--- src/logic/asrc_cfg.svh ---
// Contract
// - A write happens only while the write strobe and the combined select are both active, from the later start to the first release.
// - Data setup and hold for a write are timed from whichever edge, strobe or select, ends that write.
// - The address stands stable at least 35 ns (fast) or 40 ns (slow) before a write ends.
// - The address may appear at the same moment a write starts, with 0 ns setup.
// - The address may change at the instant a write ends, with 0 ns hold.
// - Write data is valid on the data pins at least 25 ns before the write ends.
// - Write data may be released at the edge that ends the write, with 0 ns hold.
// - A strobe-controlled write with output enable low lasts at least data setup plus the strobe-to-float delay.
// - The memory is deselected before data retention begins, with 0 ns lead.
`ifndef ASRC_CFG_SVH
`define ASRC_CFG_SVH
`define ASRC_CLK_PERIOD_NS        4
`define ASRC_ADDR_W               17
`define ASRC_DATA_W               8
// Slow-grade figures; they also cover the fast grade
`define ASRC_READ_CYCLE_PERIOD_NS  55
`define ASRC_WRITE_CYCLE_PERIOD_NS 55
`define ASRC_ADDR_TO_READ_DATA_NS  55
`define ASRC_OUTPUT_DRIVE_TO_DATA_NS 25
`define ASRC_ADDR_SETUP_TO_WRITE_END_NS 40
`define ASRC_WRITE_STROBE_WIDTH_NS 40
`define ASRC_DATA_SETUP_TO_WRITE_END_NS 25
`define ASRC_STROBE_TO_FLOAT_DELAY_NS 20
`define ASRC_OUTPUT_FLOAT_DELAY_NS 20
`define ASRC_DESELECT_TO_RETENTION_NS 0
`define ASRC_CYC_UP(ns) (((ns) + `ASRC_CLK_PERIOD_NS - 1) / `ASRC_CLK_PERIOD_NS)
`define ASRC_READ_CYC  `ASRC_CYC_UP(`ASRC_READ_CYCLE_PERIOD_NS)
`define ASRC_WRITE_CYC `ASRC_CYC_UP(`ASRC_WRITE_CYCLE_PERIOD_NS)
`define ASRC_SAMPLE_CYC `ASRC_CYC_UP(`ASRC_ADDR_TO_READ_DATA_NS)
`define ASRC_STROBE_CYC `ASRC_CYC_UP(`ASRC_DATA_SETUP_TO_WRITE_END_NS + `ASRC_STROBE_TO_FLOAT_DELAY_NS)
`define ASRC_FLOAT_CYC `ASRC_CYC_UP(`ASRC_OUTPUT_FLOAT_DELAY_NS)
`define ASRC_CNT_W 5
`endif

--- src/logic/asrc_pkg.sv ---
package asrc_pkg;
  typedef enum logic [2:0] {
    ASRC_IDLE   = 3'b000,
    ASRC_RD     = 3'b001,
    ASRC_RD_END = 3'b010,
    ASRC_WR     = 3'b011,
    ASRC_WR_END = 3'b100
  } asrc_state_t;
endpackage

--- src/logic/asrc_ctrl.sv ---
`timescale 1ns/1ps
`include "asrc_cfg.svh"
module asrc_ctrl (
  input  wire logic                    clock,
  input  wire logic                    rstn,
  input  wire logic                    req_valid,
  input  wire logic                    req_write,
  input  wire logic [`ASRC_ADDR_W-1:0] req_addr,
  input  wire logic [`ASRC_DATA_W-1:0] req_wdata,
  output logic                         req_ready,
  output logic                         rsp_valid,
  output logic [`ASRC_DATA_W-1:0]      rsp_rdata,
  input  wire logic                    retain_req,
  output logic                         retain_ok,
  output logic [`ASRC_ADDR_W-1:0]      mem_addr,
  output logic                         select_low_active_n,
  output logic                         select_high_active,
  output logic                         write_strobe_n,
  output logic                         output_enable_n,
  input  wire logic [`ASRC_DATA_W-1:0] mem_data_in,
  output logic [`ASRC_DATA_W-1:0]      mem_data_out,
  output logic                         mem_data_oe_n
);
  localparam logic [`ASRC_CNT_W-1:0] READ_CYC   = `ASRC_CNT_W'(`ASRC_READ_CYC);
  localparam logic [`ASRC_CNT_W-1:0] WRITE_CYC  = `ASRC_CNT_W'(`ASRC_WRITE_CYC);
  localparam logic [`ASRC_CNT_W-1:0] SAMPLE_CYC = `ASRC_CNT_W'(`ASRC_SAMPLE_CYC);
  localparam logic [`ASRC_CNT_W-1:0] STROBE_CYC = `ASRC_CNT_W'(`ASRC_STROBE_CYC);
  localparam logic [`ASRC_CNT_W-1:0] FLOAT_CYC  = `ASRC_CNT_W'(`ASRC_FLOAT_CYC);

  asrc_pkg::asrc_state_t          state_q;
  asrc_pkg::asrc_state_t          state_d;
  logic [`ASRC_CNT_W-1:0]         cnt_q;
  logic [`ASRC_CNT_W-1:0]         cnt_d;
  logic [`ASRC_ADDR_W-1:0]        addr_q;
  logic [`ASRC_ADDR_W-1:0]        addr_d;
  logic [`ASRC_DATA_W-1:0]        wdata_q;
  logic [`ASRC_DATA_W-1:0]        wdata_d;
  logic [`ASRC_DATA_W-1:0]        rdata_q;
  logic [`ASRC_DATA_W-1:0]        rdata_d;
  logic                           rsp_q;
  logic                           rsp_d;
  logic                           sel_q;
  logic                           sel_d;
  logic                           we_q;
  logic                           we_d;
  logic                           oe_q;
  logic                           oe_d;
  logic                           drive_q;
  logic                           drive_d;
  logic                           retain_q;
  logic                           retain_d;
  logic [`ASRC_DATA_W-1:0]        data_sync;
  logic                           take;
  logic                           rd_done;
  logic                           wr_done;

  // Bus data is asynchronous to us; filter each bit
  genvar gi;
  generate
    for (gi = 0; gi < `ASRC_DATA_W; gi++) begin : g_sync
      asrc_sync u_sync (
        .clock   (clock),
        .rstn    (rstn),
        .pin_in  (mem_data_in[gi]),
        .level_q (data_sync[gi])
      );
    end
  endgenerate

  assign req_ready = (state_q == asrc_pkg::ASRC_IDLE) && !retain_req;

  // Phase start and ends; take and wr_done feed the sequencer and pin registers, rd_done feeds all three groups
  assign take    = req_valid && req_ready;
  // Sample after the full access time plus sync latency
  assign rd_done = (state_q == asrc_pkg::ASRC_RD) && (cnt_q == SAMPLE_CYC + `ASRC_CNT_W'(3));
  // Strobe width covers address setup and data setup plus float delay
  assign wr_done = (state_q == asrc_pkg::ASRC_WR) && (cnt_q == STROBE_CYC - `ASRC_CNT_W'(1));

  // Sequencer: cycle phase and its counter
  always_comb begin
    state_d = state_q;
    cnt_d   = cnt_q;
    unique case (state_q)
      asrc_pkg::ASRC_IDLE: begin
        if (take) begin
          cnt_d = '0;
          if (req_write) begin
            state_d = asrc_pkg::ASRC_WR;
          end else begin
            state_d = asrc_pkg::ASRC_RD;
          end
        end
      end
      asrc_pkg::ASRC_RD: begin
        cnt_d = cnt_q + `ASRC_CNT_W'(1);
        if (rd_done) begin
          state_d = asrc_pkg::ASRC_RD_END;
        end
      end
      asrc_pkg::ASRC_RD_END: begin
        cnt_d = cnt_q + `ASRC_CNT_W'(1);
        // Memory outputs must float before a following write drives the bus
        if (cnt_q >= READ_CYC + `ASRC_CNT_W'(4) + FLOAT_CYC) begin
          state_d = asrc_pkg::ASRC_IDLE;
        end
      end
      asrc_pkg::ASRC_WR: begin
        cnt_d = cnt_q + `ASRC_CNT_W'(1);
        if (wr_done) begin
          state_d = asrc_pkg::ASRC_WR_END;
        end
      end
      asrc_pkg::ASRC_WR_END: begin
        cnt_d = cnt_q + `ASRC_CNT_W'(1);
        if (cnt_q >= WRITE_CYC - `ASRC_CNT_W'(1)) begin
          state_d = asrc_pkg::ASRC_IDLE;
        end
      end
      default: begin
        state_d = asrc_pkg::ASRC_IDLE;
      end
    endcase
  end

  // Answer registers toward the requester
  always_comb begin
    rdata_d  = rdata_q;
    rsp_d    = 1'b0;
    // Deselected already, so retention may start now
    retain_d = (state_q == asrc_pkg::ASRC_IDLE) && retain_req && !sel_q;
    if (rd_done) begin
      rdata_d = data_sync;
      rsp_d   = 1'b1;
    end
  end

  // Pin and data registers toward the memory
  always_comb begin
    addr_d  = addr_q;
    wdata_d = wdata_q;
    sel_d   = sel_q;
    we_d    = we_q;
    oe_d    = oe_q;
    drive_d = drive_q;
    if (take) begin
      addr_d  = req_addr;
      wdata_d = req_wdata;
      sel_d   = 1'b1;
      we_d    = req_write;
      oe_d    = !req_write;
      drive_d = req_write;
    end
    if (rd_done) begin
      sel_d = 1'b0;
      oe_d  = 1'b0;
    end
    // Strobe and select end the write together
    if (wr_done) begin
      we_d  = 1'b0;
      sel_d = 1'b0;
    end
    // Data held one extra cycle past the ending edge; address held until the next request
    if (state_q == asrc_pkg::ASRC_WR_END) begin
      drive_d = 1'b0;
    end
  end

  always_ff @(posedge clock or negedge rstn) begin
    if (!rstn) begin
      state_q <= asrc_pkg::ASRC_IDLE;
      cnt_q   <= '0;
    end else begin
      state_q <= state_d;
      cnt_q   <= cnt_d;
    end
  end

  always_ff @(posedge clock or negedge rstn) begin
    if (!rstn) begin
      rdata_q  <= '0;
      rsp_q    <= 1'b0;
      retain_q <= 1'b0;
    end else begin
      rdata_q  <= rdata_d;
      rsp_q    <= rsp_d;
      retain_q <= retain_d;
    end
  end

  always_ff @(posedge clock or negedge rstn) begin
    if (!rstn) begin
      addr_q  <= '0;
      wdata_q <= '0;
      sel_q   <= 1'b0;
      we_q    <= 1'b0;
      oe_q    <= 1'b0;
      drive_q <= 1'b0;
    end else begin
      addr_q  <= addr_d;
      wdata_q <= wdata_d;
      sel_q   <= sel_d;
      we_q    <= we_d;
      oe_q    <= oe_d;
      drive_q <= drive_d;
    end
  end

  assign mem_addr            = addr_q;
  assign select_low_active_n = !sel_q;
  assign select_high_active  = sel_q;
  assign write_strobe_n      = !we_q;
  // Output enable is never low during a write, so the memory never fights us
  assign output_enable_n     = !oe_q;
  assign mem_data_out        = wdata_q;
  assign mem_data_oe_n       = !drive_q;
  assign rsp_valid           = rsp_q;
  assign rsp_rdata           = rdata_q;
  assign retain_ok           = retain_q;
endmodule // asrc_ctrl

--- src/logic/asrc_sync.sv ---
`timescale 1ns/1ps
module asrc_sync (
  input  wire logic clock,
  input  wire logic rstn,
  input  wire logic pin_in,
  output logic      level_q
);
  logic s1_q;
  logic s2_q;
  logic s3_q;
  logic level_d;

  always_comb begin
    level_d = level_q;
    if (s2_q == s3_q) begin
      level_d = s3_q;
    end
  end

  always_ff @(posedge clock or negedge rstn) begin
    if (!rstn) begin
      s1_q    <= 1'b0;
      s2_q    <= 1'b0;
      s3_q    <= 1'b0;
      level_q <= 1'b0;
    end else begin
      s1_q    <= pin_in;
      s2_q    <= s1_q;
      s3_q    <= s2_q;
      level_q <= level_d;
    end
  end
endmodule // asrc_sync

--- config.mk ---
export PLATFORM = sky130hd
export DESIGN_NAME = asrc_ctrl
export DESIGN_NICKNAME = d
export VERILOG_FILES = /design/src/logic/asrc_pkg.sv /design/src/logic/asrc_ctrl.sv /design/src/logic/asrc_sync.sv
export VERILOG_INCLUDE_DIRS = /design/src /design/src/logic
export SDC_FILE = /design/constraint.sdc
export NUM_CORES = 1
export LEC_CHECK = 0
export ABC_AREA = 1
export BUFFER_PORTS_ARGS = -buffer_cell sky130_fd_sc_hd__buf_2
export CORE_ASPECT_RATIO = 0.6
export CORE_UTILIZATION = 50
export DETAILED_ROUTE_END_ITERATION = 10
export GPL_ROUTABILITY_DRIVEN = 1
export GPL_TIMING_DRIVEN = 0
export PLACE_DENSITY = 0.77
export SLEW_MARGIN = 20
export SYNTH_ARGS = -nofsm -noshare
export SYNTH_HDL_FRONTEND = slang
export SYNTH_SLANG_ARGS = --single-unit
--- constraint.sdc ---
create_clock -name clock -period 1.8 [get_ports clock]
set_clock_uncertainty 0.2 [all_clocks]
set_input_delay 0.18 -clock clock [delete_from_list [all_inputs] [get_ports clock]]
set_output_delay 0.18 -clock clock [all_outputs]
set_load 0.02 [all_outputs]
==> results of run 1 <==
==> synth_stat cells <==
master	instances	share of area
buf_2	2	0.0035
nor3_2	1	0.0035
o21ai_0	2	0.0035
o22ai_1	3	0.0065
inv_4	1	0.0022
a211oi_2	1	0.0043
nand2_2	2	0.0043
inv_1	13	0.017
buf_6	3	0.012
nand2_1	119	0.15
buf_4	2	0.0052
maj3_1	8	0.028
a21oi_1	5	0.0086
nand2_4	1	0.0039
ha_1	2	0.0086
or2_2	1	0.0022
dfrtp_1	79	0.68
nor2_2	1	0.0022
xor2_1	2	0.0061
nor3_1	3	0.0052
nor2_1	12	0.016
inv_2	2	0.0026
nor2_4	2	0.0078
nand3_1	6	0.010
==> worst max-delay path, delay by kind of cell, from the launching register on <==
family	cells	cell delay, ns
flops	1	0.46
simple gates	3	0.36
buf+inv	1	0.17
==> power by group through the flow <==
stage                     registers (mW)  logic, mW  clock network [mW]
after floorplan                     3.05      0.867                   0
after global placement              2.60       1.95                   0
after detailed placement            2.63       2.01                   0
after CTS                           2.60       2.08                1.22
after global routing                2.66       2.31                1.30
final                               2.60       2.08                1.18
==> cell usage in the layout, fill, tap and decap left out <==
cell,Yosys,routed
nand2_1,119,119
buf_2,2,79
dfrtp_1,79,79
dlygate4sd3_1,0,37
inv_1,13,13
nor2_1,12,12
clkbuf_8,0,10
maj3_1,8,8
nand3_1,6,6
a21oi_1,5,5
buf_4,2,3
nor3_1,3,3
buf_6,3,3
o22ai_1,3,3
nor2_4,2,2
inv_2,2,2
nand2_2,2,2
o21ai_0,2,2
xor2_1,2,2
ha_1,2,2
clkinv_4,0,2
inv_6,0,2
nor3_4,0,1
nand2_4,1,1
inv_4,1,1
nor2_2,1,1
or2_2,1,1
a211oi_2,1,1
clkbuf_1,0,1
clkinv_2,0,1
buf_16,0,1
==> metal layers <==
metal / up-vias / wire, µm / track usage / share of wire
met3: 7 / 283 / 0.06912 / 0.048
li1: 1096 / - / - / -
met5: - / 0 / 0 / 0
met2: 56 / 2782 / 0.3513 / 0.47
met1: 1031 / 2758 / 0.2608 / 0.47
met4: 0 / 44 / 0.08075 / 0.0075
==> per-stage QoR <==
step	hold slack, ns	cell area, µm²	instances	power, mW
floorplan	-0.3156	2893	273	3.919
finish	0.1327	3971	485	5.857
detailed placement	-0.04397	3413	432	4.634
CTS	0.1252	3965	485	5.896
global placement	0.08780	3383	431	4.548
global route	0.1533	3971	485	6.267
==> cells by family (layout without fill, tap and decap cells) <==
logic type | count (synthesis) | after routing | share of synthesized area
buffers and inverters | 23 | 155 | 0.04196
adders and majority gates | 10 | 10 | 0.03633
xor gates and xnor gates | 2 | 2 | 0.006056
and+or+nand+nor | 148 | 148 | 0.2093
DFF | 79 | 79 | 0.6834
AOI/OAI and AO/OA | 11 | 11 | 0.02292
==> flip-flops by register name, summed over array words and instances (netlist names) <==
register,cells
mem_addr,17
g_sync.u_sync.level_q,8
g_sync.u_sync.s1_q,8
g_sync.u_sync.s2_q,8
g_sync.u_sync.s3_q,8
mem_data_out,8
rsp_rdata,8
cnt_q,5
state_q,3
drive_q,1
oe_q,1
retain_ok,1
rsp_valid,1
select_high_active,1
we_q,1
==> worst min-delay path by stage <==
stage,slack [ns],to,cells past startpoint,startpoint
after floorplan,-0.32,cnt_q[0],0,rstn
after global placement,0.09,g_sync[4].u_sync.s1_q,1,mem_data_in[4]
after detailed placement,-0.04,mem_addr[12],1,rstn
after CTS,0.13,g_sync[6].u_sync.s3_q,2,rstn
after global routing,0.15,g_sync[1].u_sync.level_q,2,rstn
final,0.13,mem_addr[12],2,rstn
==> layout make-up <==
class | count | area (µm²) | share of cell area
Buffer | 7 | 58.81 | 0.01481
Clock buffer | 11 | 141.4 | 0.03560
Clock inverter | 5 | 40.04 | 0.01008
Inverter | 16 | 62.56 | 0.01575
Multi-Input combinational cell | 171 | 800.8 | 0.2016
Sequential cell | 79 | 1977 | 0.4978
Tap cell | 80 | 100.1 | 0.02520
Timing Repair Buffer | 116 | 790.8 | 0.1991
==> repair_timing <==
item                                   CTS  global route
resized for setup                        0             1
setup endpoints to repair                0             8
endpoints found under the hold margin  116             0
hold buffers                            37             0
==> run metrics, run 1 <==
first drt pass iteration count=4; WL final=5.869 mm; share of layout cells above drive strength 1=0.2790; fin util=0.7129; min Tclk post-route=1.717 ns; Worst Setup End Kind=output pin; sequential share of power=0.444; LEAKAGE=2.114 nW; Yosys cell types=24; area of the mapped netlist=2893 µm²; startpoint types=flop; worst-path cell chain=nor2_4, nand2_2, nor2_4, buf_2; r2r startpoint=cnt_q[0]; Ys Warns=0; FF-to-FF path depth=6; CP dominant cell by count=nor2_4; Required @ worst endpoint=1.42 ns; Clock Sinks=79; mean area per synthesized cell=10.60 µm²; Total Nets Final=440; Hold Path Class=in2async; PortBufs=78; slowest CP cell=dfrtp_1; io pins=79; number of post-CTS setup repair buffers=0; die area=6104 µm²; row count=21; Via Count=2190; period utilization=0.9540; delay of the slowest critical-path stage=0.46 ns; final slew viol count=0; Final Wtd Congestion=0.7924; pre-CTS setup slack=0.1124 ns; largest net degree at the start of global routing=47; initial antenna violation count=0; critical path class=reg2out; total core area=5570 µm²; clk buf depth=2; CTS clk-pin slew, worst paths=0.07 ns; net load switching power=2.259 mW; H-tree depth=3; reg2reg end=state_q[2]; Clk pwr share=0.201; Sw Ratio=0.3856; final worst slack=0.08288 ns; Vias/cell=4.515; Max-Cap Viols=0; Synth Register Bits=79; Die H=60.92 µm; first-pass GRT wire length=9.370 mm; sequential area share after synthesis=0.6834; Reg2Reg Setup Slack=0.12 ns; Setup TNS=0 ns; vias in the first global route=2077; Tightest Pin Transition=0.4552 ns; final hold viol count=0; run status=completed; PD cells=1475 nW/µm²; CTS tree=done; Arrival @ worst endpoint=1.34 ns; Clock Tree Root=clkbuf_8; Worst-Skew Late Latency=0.34 ns; diode count=0; Gate power share=0.355; layout overhead on the synthesized area=37.28%; All-Layer GR Usage=0.2095; Synth Net Count=313; DP HPWL=3.768 mm; maximum vdd drop=0.8248 mV; CP Capture Point=req_ready; Power Internal=3.598 mW; GR Overflow Total=0; Max FO, Critical Path=5; routed len/inst=12.10 µm; post-route ant nets=0; die width=100.2 µm; Starting Density=0.5193; drt drc=0; fillers=438; TritonCTS Buffers=9; Setup Viol. Count Final=0; DRT iter0 DRCs=96; Post-Synthesis Cells=273; Peak Freq=0.5824 GHz; Critical path origin=state_q[0]; RSZ-0062 raised after global routing=no; max_slew headroom=0.6942
(Power assumes the default switching activity.)
==> run 2: changes to the inputs <==
--- a/config.mk
+++ b/config.mk
@@ -9,11 +9,11 @@
 export ABC_AREA = 1
 export BUFFER_PORTS_ARGS = -buffer_cell sky130_fd_sc_hd__buf_2
 export CORE_ASPECT_RATIO = 0.6
-export CORE_UTILIZATION = 50
+export CORE_UTILIZATION = 51
 export DETAILED_ROUTE_END_ITERATION = 10
 export GPL_ROUTABILITY_DRIVEN = 1
 export GPL_TIMING_DRIVEN = 0
-export PLACE_DENSITY = 0.77
+export PLACE_DENSITY = 0.78
 export SLEW_MARGIN = 20
 export SYNTH_ARGS = -nofsm -noshare
 export SYNTH_HDL_FRONTEND = slang
==> run 2 against run 1 <==
Clock power up 25%. Worst hold slack better by 0.019 ns. Sequential cell count unchanged.
==> run metrics, run 2 (synthesized netlist as in run 1, its figures left out) <==
Clock Tree Root=clkbuf_8 (unchanged); share of layout cells above drive strength 1=0.2889 (was 0.2790); PortBufs=78 (unchanged); Clock Sinks=79 (unchanged); PD cells=1546 nW/µm² (was 1475 nW/µm²); delay of the slowest critical-path stage=0.46 ns (about the same); vias in the first global route=2121 (was 2077); CTS clk-pin slew, worst paths=0.08 ns (was 0.07 ns); Tightest Pin Transition=0.5690 ns (was 0.4552 ns); final hold viol count=0 (unchanged); clk buf depth=2 (unchanged); Peak Freq=0.5834 GHz (was 0.5824 GHz); Cells after DPL=418 (was 432); LEAKAGE=2.131 nW (was 2.114 nW); Hold Path Stages=0; maximum vdd drop=0.8014 mV (was 0.8248 mV); Arrival @ worst endpoint=1.33 ns (was 1.34 ns); pre-CTS setup slack=0.1391 ns (was 0.1124 ns); largest net degree at the start of global routing=47 (unchanged); Worst Setup End Kind=output pin (unchanged); Vias/cell=4.737 (was 4.515); Setup TNS=0 ns (unchanged); run status=completed (unchanged); die width=99.23 µm (was 100.2 µm); non-filler cells, final=471 (was 485); All-Layer GR Usage=0.2329 (was 0.2095); slowest CP cell=dfrtp_2 (was dfrtp_1); CTS tree=done (unchanged); final worst slack=0.08578 ns (was 0.08288 ns); GR Overflow Total=0 (unchanged); r2r startpoint=cnt_q[1] (was cnt_q[0]); Worst-Skew Late Latency=0.34 ns (about the same); Final Wtd Congestion=0.8031 (was 0.7924); most frequent cells in the layout=nand2_1 (119), buf_2 (79), dfrtp_1 (77), dlygate4sd3_1 (37), inv_1 (13) (was nand2_1 (119), buf_2 (79), dfrtp_1 (79), dlygate4sd3_1 (37), inv_1 (13)); min Tclk post-route=1.714 ns (was 1.717 ns); WL final=6.112 mm (was 5.869 mm); startpoint types=flop (unchanged); max_slew headroom=0.6206 (was 0.6942); FF-to-FF path depth=11 (was 6); most common cell after layout, fill and taps aside=nand2_1 (unchanged); routed len/inst=12.98 µm (was 12.10 µm); row count=20 (was 21); Largest delay share family, worst path=flip-flops (unchanged); layout overhead on the synthesized area=38.37% (was 37.28%); Max-Cap Viols=0 (unchanged); Setup Viol. Count Final=0 (unchanged); io pins=79 (unchanged); drt drc=0 (unchanged); final slew viol count=0 (unchanged); total core area=5255 µm² (was 5570 µm²); worst-path cell chain=nor2_4, nand2_2, nor2_4, buf_2 (unchanged); diode count=0 (unchanged); CP Capture Point=req_ready (unchanged); post-route ant nets=0 (unchanged); period utilization=0.9523 (was 0.9540); fin util=0.7617 (was 0.7129); Starting Density=0.5505 (was 0.5193); Die H=60.34 µm (was 60.92 µm); Buffers & Inverters on Critical Path=1 (unchanged); Max FO, Critical Path=5 (unchanged); Critical path origin=state_q[0] (unchanged); first-pass GRT wire length=10.17 mm (was 9.370 mm); initial antenna violation count=0 (unchanged); Hold Path Class=reg2reg (was in2async); Via Count=2231 (was 2190); Reg2Reg Setup Slack=0.13 ns (was 0.12 ns); CP dominant cell by count=nor2_4 (unchanged); reg2reg end=state_q[1] (was state_q[2]); max FFs per register=17 (unchanged); Crit path depth=4 (unchanged); critical path class=reg2out (unchanged); first drt pass iteration count=4 (unchanged); DP HPWL=3.807 mm (was 3.768 mm); Total Nets Final=440 (unchanged); TritonCTS Buffers=9 (unchanged); H-tree depth=3 (unchanged); die area=5987 µm² (was 6104 µm²); DRT iter0 DRCs=111 (was 96); RSZ-0062 raised after global routing=no (unchanged); Required @ worst endpoint=1.42 ns (about the same)
[run 2: worst min-delay path by stage]
| stage | startpoint | end | slack [ns] |
|---|---|---|---|
| floorplan | rstn | cnt_q[0] | -0.32 |
| global placement | mem_data_in[5] | g_sync[5].u_sync.s1_q | 0.09 |
| detailed placement | rstn | g_sync[5].u_sync.s1_q | 0.02 |
| CTS | g_sync[4].u_sync.s1_q | g_sync[4].u_sync.s2_q | 0.15 |
| global route | g_sync[4].u_sync.s1_q | g_sync[4].u_sync.s2_q | 0.16 |
| finish | g_sync[5].u_sync.s1_q | g_sync[5].u_sync.s2_q | 0.15 |
[run 2: layer usage]
metal / vias to the layer above / track usage / part of all wire
li1: 1105 / - / -
met1: 1044 / 0.3039 / 0.45
met2: 71 / 0.3591 / 0.46
met3: 11 / 0.09447 / 0.069
met4: 0 / 0.09034 / 0.017
met5: - / 0 / 0
[run 2: what timing repair did]
action                                  CTS  global route
gates resized for setup                   0             5
endpoints found under the setup margin    0            10
buffers inserted                          0             0
endpoints found under the hold margin    83             0
hold buffers                             37             0
[run 2: where the power goes]
part / internal [mW] / switching (mW)
sequential: 2.29 / 0.326
clock: 0.800 / 0.670
combinational: 0.762 / 1.34
[run 2: area by class of cell]
class	instances	area, µm²
clock inverter	7	102.6
tap	66	82.58
multi-input combinational	171	805.8
inverter	16	62.56
sequential	79	1979
timing repair buffer	116	783.3
fill	331	1252
buffer	7	62.56
clock buffer	9	123.9
[run 2: through the flow]
stage / hold slack, ns / area, µm² / power (mW)
final: 0.1521 / 4003 / 6.189
after CTS: 0.1538 / 3985 / 6.188
after global routing: 0.1612 / 4003 / 6.589
after floorplan: -0.3156 / 2893 / 3.919
after detailed placement: 0.01625 / 3388 / 4.639
after global placement: 0.08843 / 3366 / 4.561
==> run 3: changes to the inputs <==
--- a/config.mk
+++ b/config.mk
@@ -8,12 +8,13 @@
 export LEC_CHECK = 0
 export ABC_AREA = 1
 export BUFFER_PORTS_ARGS = -buffer_cell sky130_fd_sc_hd__buf_2
+export CAP_MARGIN = 20
 export CORE_ASPECT_RATIO = 0.6
-export CORE_UTILIZATION = 51
+export CORE_UTILIZATION = 49
 export DETAILED_ROUTE_END_ITERATION = 10
 export GPL_ROUTABILITY_DRIVEN = 1
 export GPL_TIMING_DRIVEN = 0
-export PLACE_DENSITY = 0.78
+export PLACE_DENSITY = 0.75
 export SLEW_MARGIN = 20
 export SYNTH_ARGS = -nofsm -noshare
 export SYNTH_HDL_FRONTEND = slang
==> run 3 against run 2 <==
Die area grew 4.0%. Total power shrank 3.2%. Routed wire length grew 4.2%. Critical path depth is the same. Register-to-register slack lost 0.03 ns. Worst hold slack lost 0.021 ns. Sequential power is essentially flat. Combinational power is essentially flat. Global-route usage shrank 1.2 points. Via count grew 2.2%. Setup slack gained 0.0076 ns. Core utilization shrank 5.3 points. Critical path type unchanged.
==> run metrics, run 3 (synthesized netlist as in run 1, its figures left out) <==
run status=completed (unchanged); slowest CP cell=dfrtp_2 (unchanged); Setup TNS=0 ns (unchanged); H-tree depth=3 (unchanged); Reg2Reg Setup Slack=0.10 ns (was 0.13 ns); Via Count=2281 (was 2231); drt drc=0 (unchanged); Final Wtd Congestion=0.8662 (was 0.8031); Clock Sinks=79 (unchanged); diode count=0 (unchanged); share of layout cells above drive strength 1=0.2914 (was 0.2889); All-Layer GR Usage=0.2211 (was 0.2329); Hold Path Class=in2async (was reg2reg); Worst-Skew Late Latency=0.34 ns (about the same); vias in the first global route=2177 (was 2121); Tightest Pin Transition=0.4470 ns (was 0.5690 ns); total power=5.991 mW (was 6.189 mW); final slew viol count=0 (unchanged); total core area=5623 µm² (was 5255 µm²); TritonCTS Buffers=9 (unchanged); layout overhead on the synthesized area=37.67% (was 38.37%); Arrival @ worst endpoint=1.33 ns (about the same); PortBufs=78 (unchanged); Required @ worst endpoint=1.42 ns (about the same); Cells after DPL=432 (was 418); Crit path depth=4 (unchanged); DRT iter0 DRCs=140 (was 111); largest net degree at the start of global routing=46 (was 47); PD cells=1504 nW/µm² (was 1546 nW/µm²); io pins=79 (unchanged); CP dominant cell by count=nor2_4 (unchanged); post-route ant nets=0 (unchanged); max_slew headroom=0.7020 (was 0.6206); CTS clk-pin slew, worst paths=0.08 ns (about the same); GR Overflow Total=0 (unchanged); critical path class=reg2out (unchanged); routed len/inst=13.13 µm (was 12.98 µm); Starting Density=0.5145 (was 0.5505); clk buf depth=2 (unchanged); Critical path origin=state_q[0] (unchanged); die width=101.2 µm (was 99.23 µm); Setup Viol. Count Final=0 (unchanged); Buffers & Inverters on Critical Path=1 (unchanged); CTS tree=done (unchanged); maximum vdd drop=0.8301 mV (was 0.8014 mV); WL final=6.366 mm (was 6.112 mm); LEAKAGE=2.118 nW (was 2.131 nW); first drt pass iteration count=4 (unchanged); Min Hold Slack=0.1316 ns (was 0.1521 ns); Max-Cap Viols=0 (unchanged); Vias/cell=4.703 (was 4.737); pre-CTS setup slack=0.1046 ns (was 0.1391 ns); Die H=61.52 µm (was 60.34 µm); Worst Setup End Kind=output pin (unchanged); r2r startpoint=state_q[0] (was cnt_q[1]); Clock Tree Root=clkbuf_8 (unchanged); final hold viol count=0 (unchanged); Max FO, Critical Path=5 (unchanged); period utilization=0.9481 (was 0.9523); row count=21 (was 20); startpoint types=flop (unchanged); first-pass GRT wire length=9.949 mm (was 10.17 mm); Largest delay share family, worst path=flip-flops (unchanged); initial antenna violation count=0 (unchanged); delay of the slowest critical-path stage=0.46 ns (about the same); worst-path cell chain=nor2_4, nand2_2, nor2_4, buf_4 (was nor2_4, nand2_2, nor2_4, buf_2); most common cell after layout, fill and taps aside=nand2_1 (unchanged); DP HPWL=4.098 mm (was 3.807 mm); die area=6225 µm² (was 5987 µm²); Total Nets Final=440 (unchanged); max FFs per register=17 (unchanged); Peak Freq=0.5860 GHz (was 0.5834 GHz); min Tclk post-route=1.707 ns (was 1.714 ns); RSZ-0062 raised after global routing=no (unchanged); non-filler cells, final=485 (was 471); final worst slack=0.09340 ns (was 0.08578 ns); FF-to-FF path depth=6 (was 11); most frequent cells in the layout=nand2_1 (119), buf_2 (78), dfrtp_1 (76), dlygate4sd3_1 (37), inv_1 (13) (was nand2_1 (119), buf_2 (79), dfrtp_1 (77), dlygate4sd3_1 (37), inv_1 (13))
-- run 3: cell types whose count changed in the layout (fill, tap and decap cells not counted) --
cell       change
inv_8          +1
dfrtp_2        +1
nor3_2         +1
clkinv_2       -1
inv_6          +1
buf_2          -1
buf_6          -1
bufinv_16      -2
clkbuf_8       +1
dfrtp_1        -1
nor3_4         -1
buf_4          +2
-- run 3: power by group --
| part | switching (mW) | internal, mW |
|---|---|---|
| Combinational | 1.35 | 0.766 |
| Sequential | 0.331 | 2.29 |
| Clock | 0.678 | 0.575 |
-- run 3: worst paths after layout --
check | endpoint
min in group clock | g_sync[7].u_sync.s2_q
worst min register to register | g_sync[7].u_sync.s2_q
worst max register to register | cnt_q[2]
worst max-delay path | req_ready
worst min-delay path | retain_ok
max in group asynchronous | cnt_q[0]
-- run 3: through the flow --
stage	instance area, µm²	util
floorplan	2893	-
global placement	3383	0.6017
detailed placement	3406	0.6057
CTS	3971	0.7063
global route	3983	0.7083
finish	3983	0.7083
-- run 3: cell type report --
class | instances | area [µm²]
inverter | 16 | 62.56
fill | 432 | 1640
multi-input combinational | 171 | 799.5
clock inverter | 6 | 57.56
sequential | 79 | 1981
buffer | 7 | 58.81
clock buffer | 10 | 137.6
timing repair buffer | 116 | 785.8
tap | 80 | 100.1
-- run 3: worst register-to-register path, cell delays in order (launching register included) --
cell and delay, ns:
dfrtp_2 0.46, nor2_4 0.15, nor2_1 0.06, nor2_2 0.30, nand2_1 0.21, a21oi_1 0.17
nor2_1 0.05
-- run 3: layer usage --
layer | share of wire | up-vias | track usage
li1 | - | 1100 | -
met1 | 0.46 | 1100 | 0.2842
met2 | 0.48 | 73 | 0.3712
met3 | 0.055 | 8 | 0.06129
met4 | 0.0075 | 0 | 0.07867
met5 | 0 | - | 0
-- run 3: timing repair --
action	4_1_cts	5_1_grt
setup buffers	0	0
resized for setup	0	5
setup endpoints to repair	0	3
hold buffers	37	0
endpoints found under the hold margin	117	0
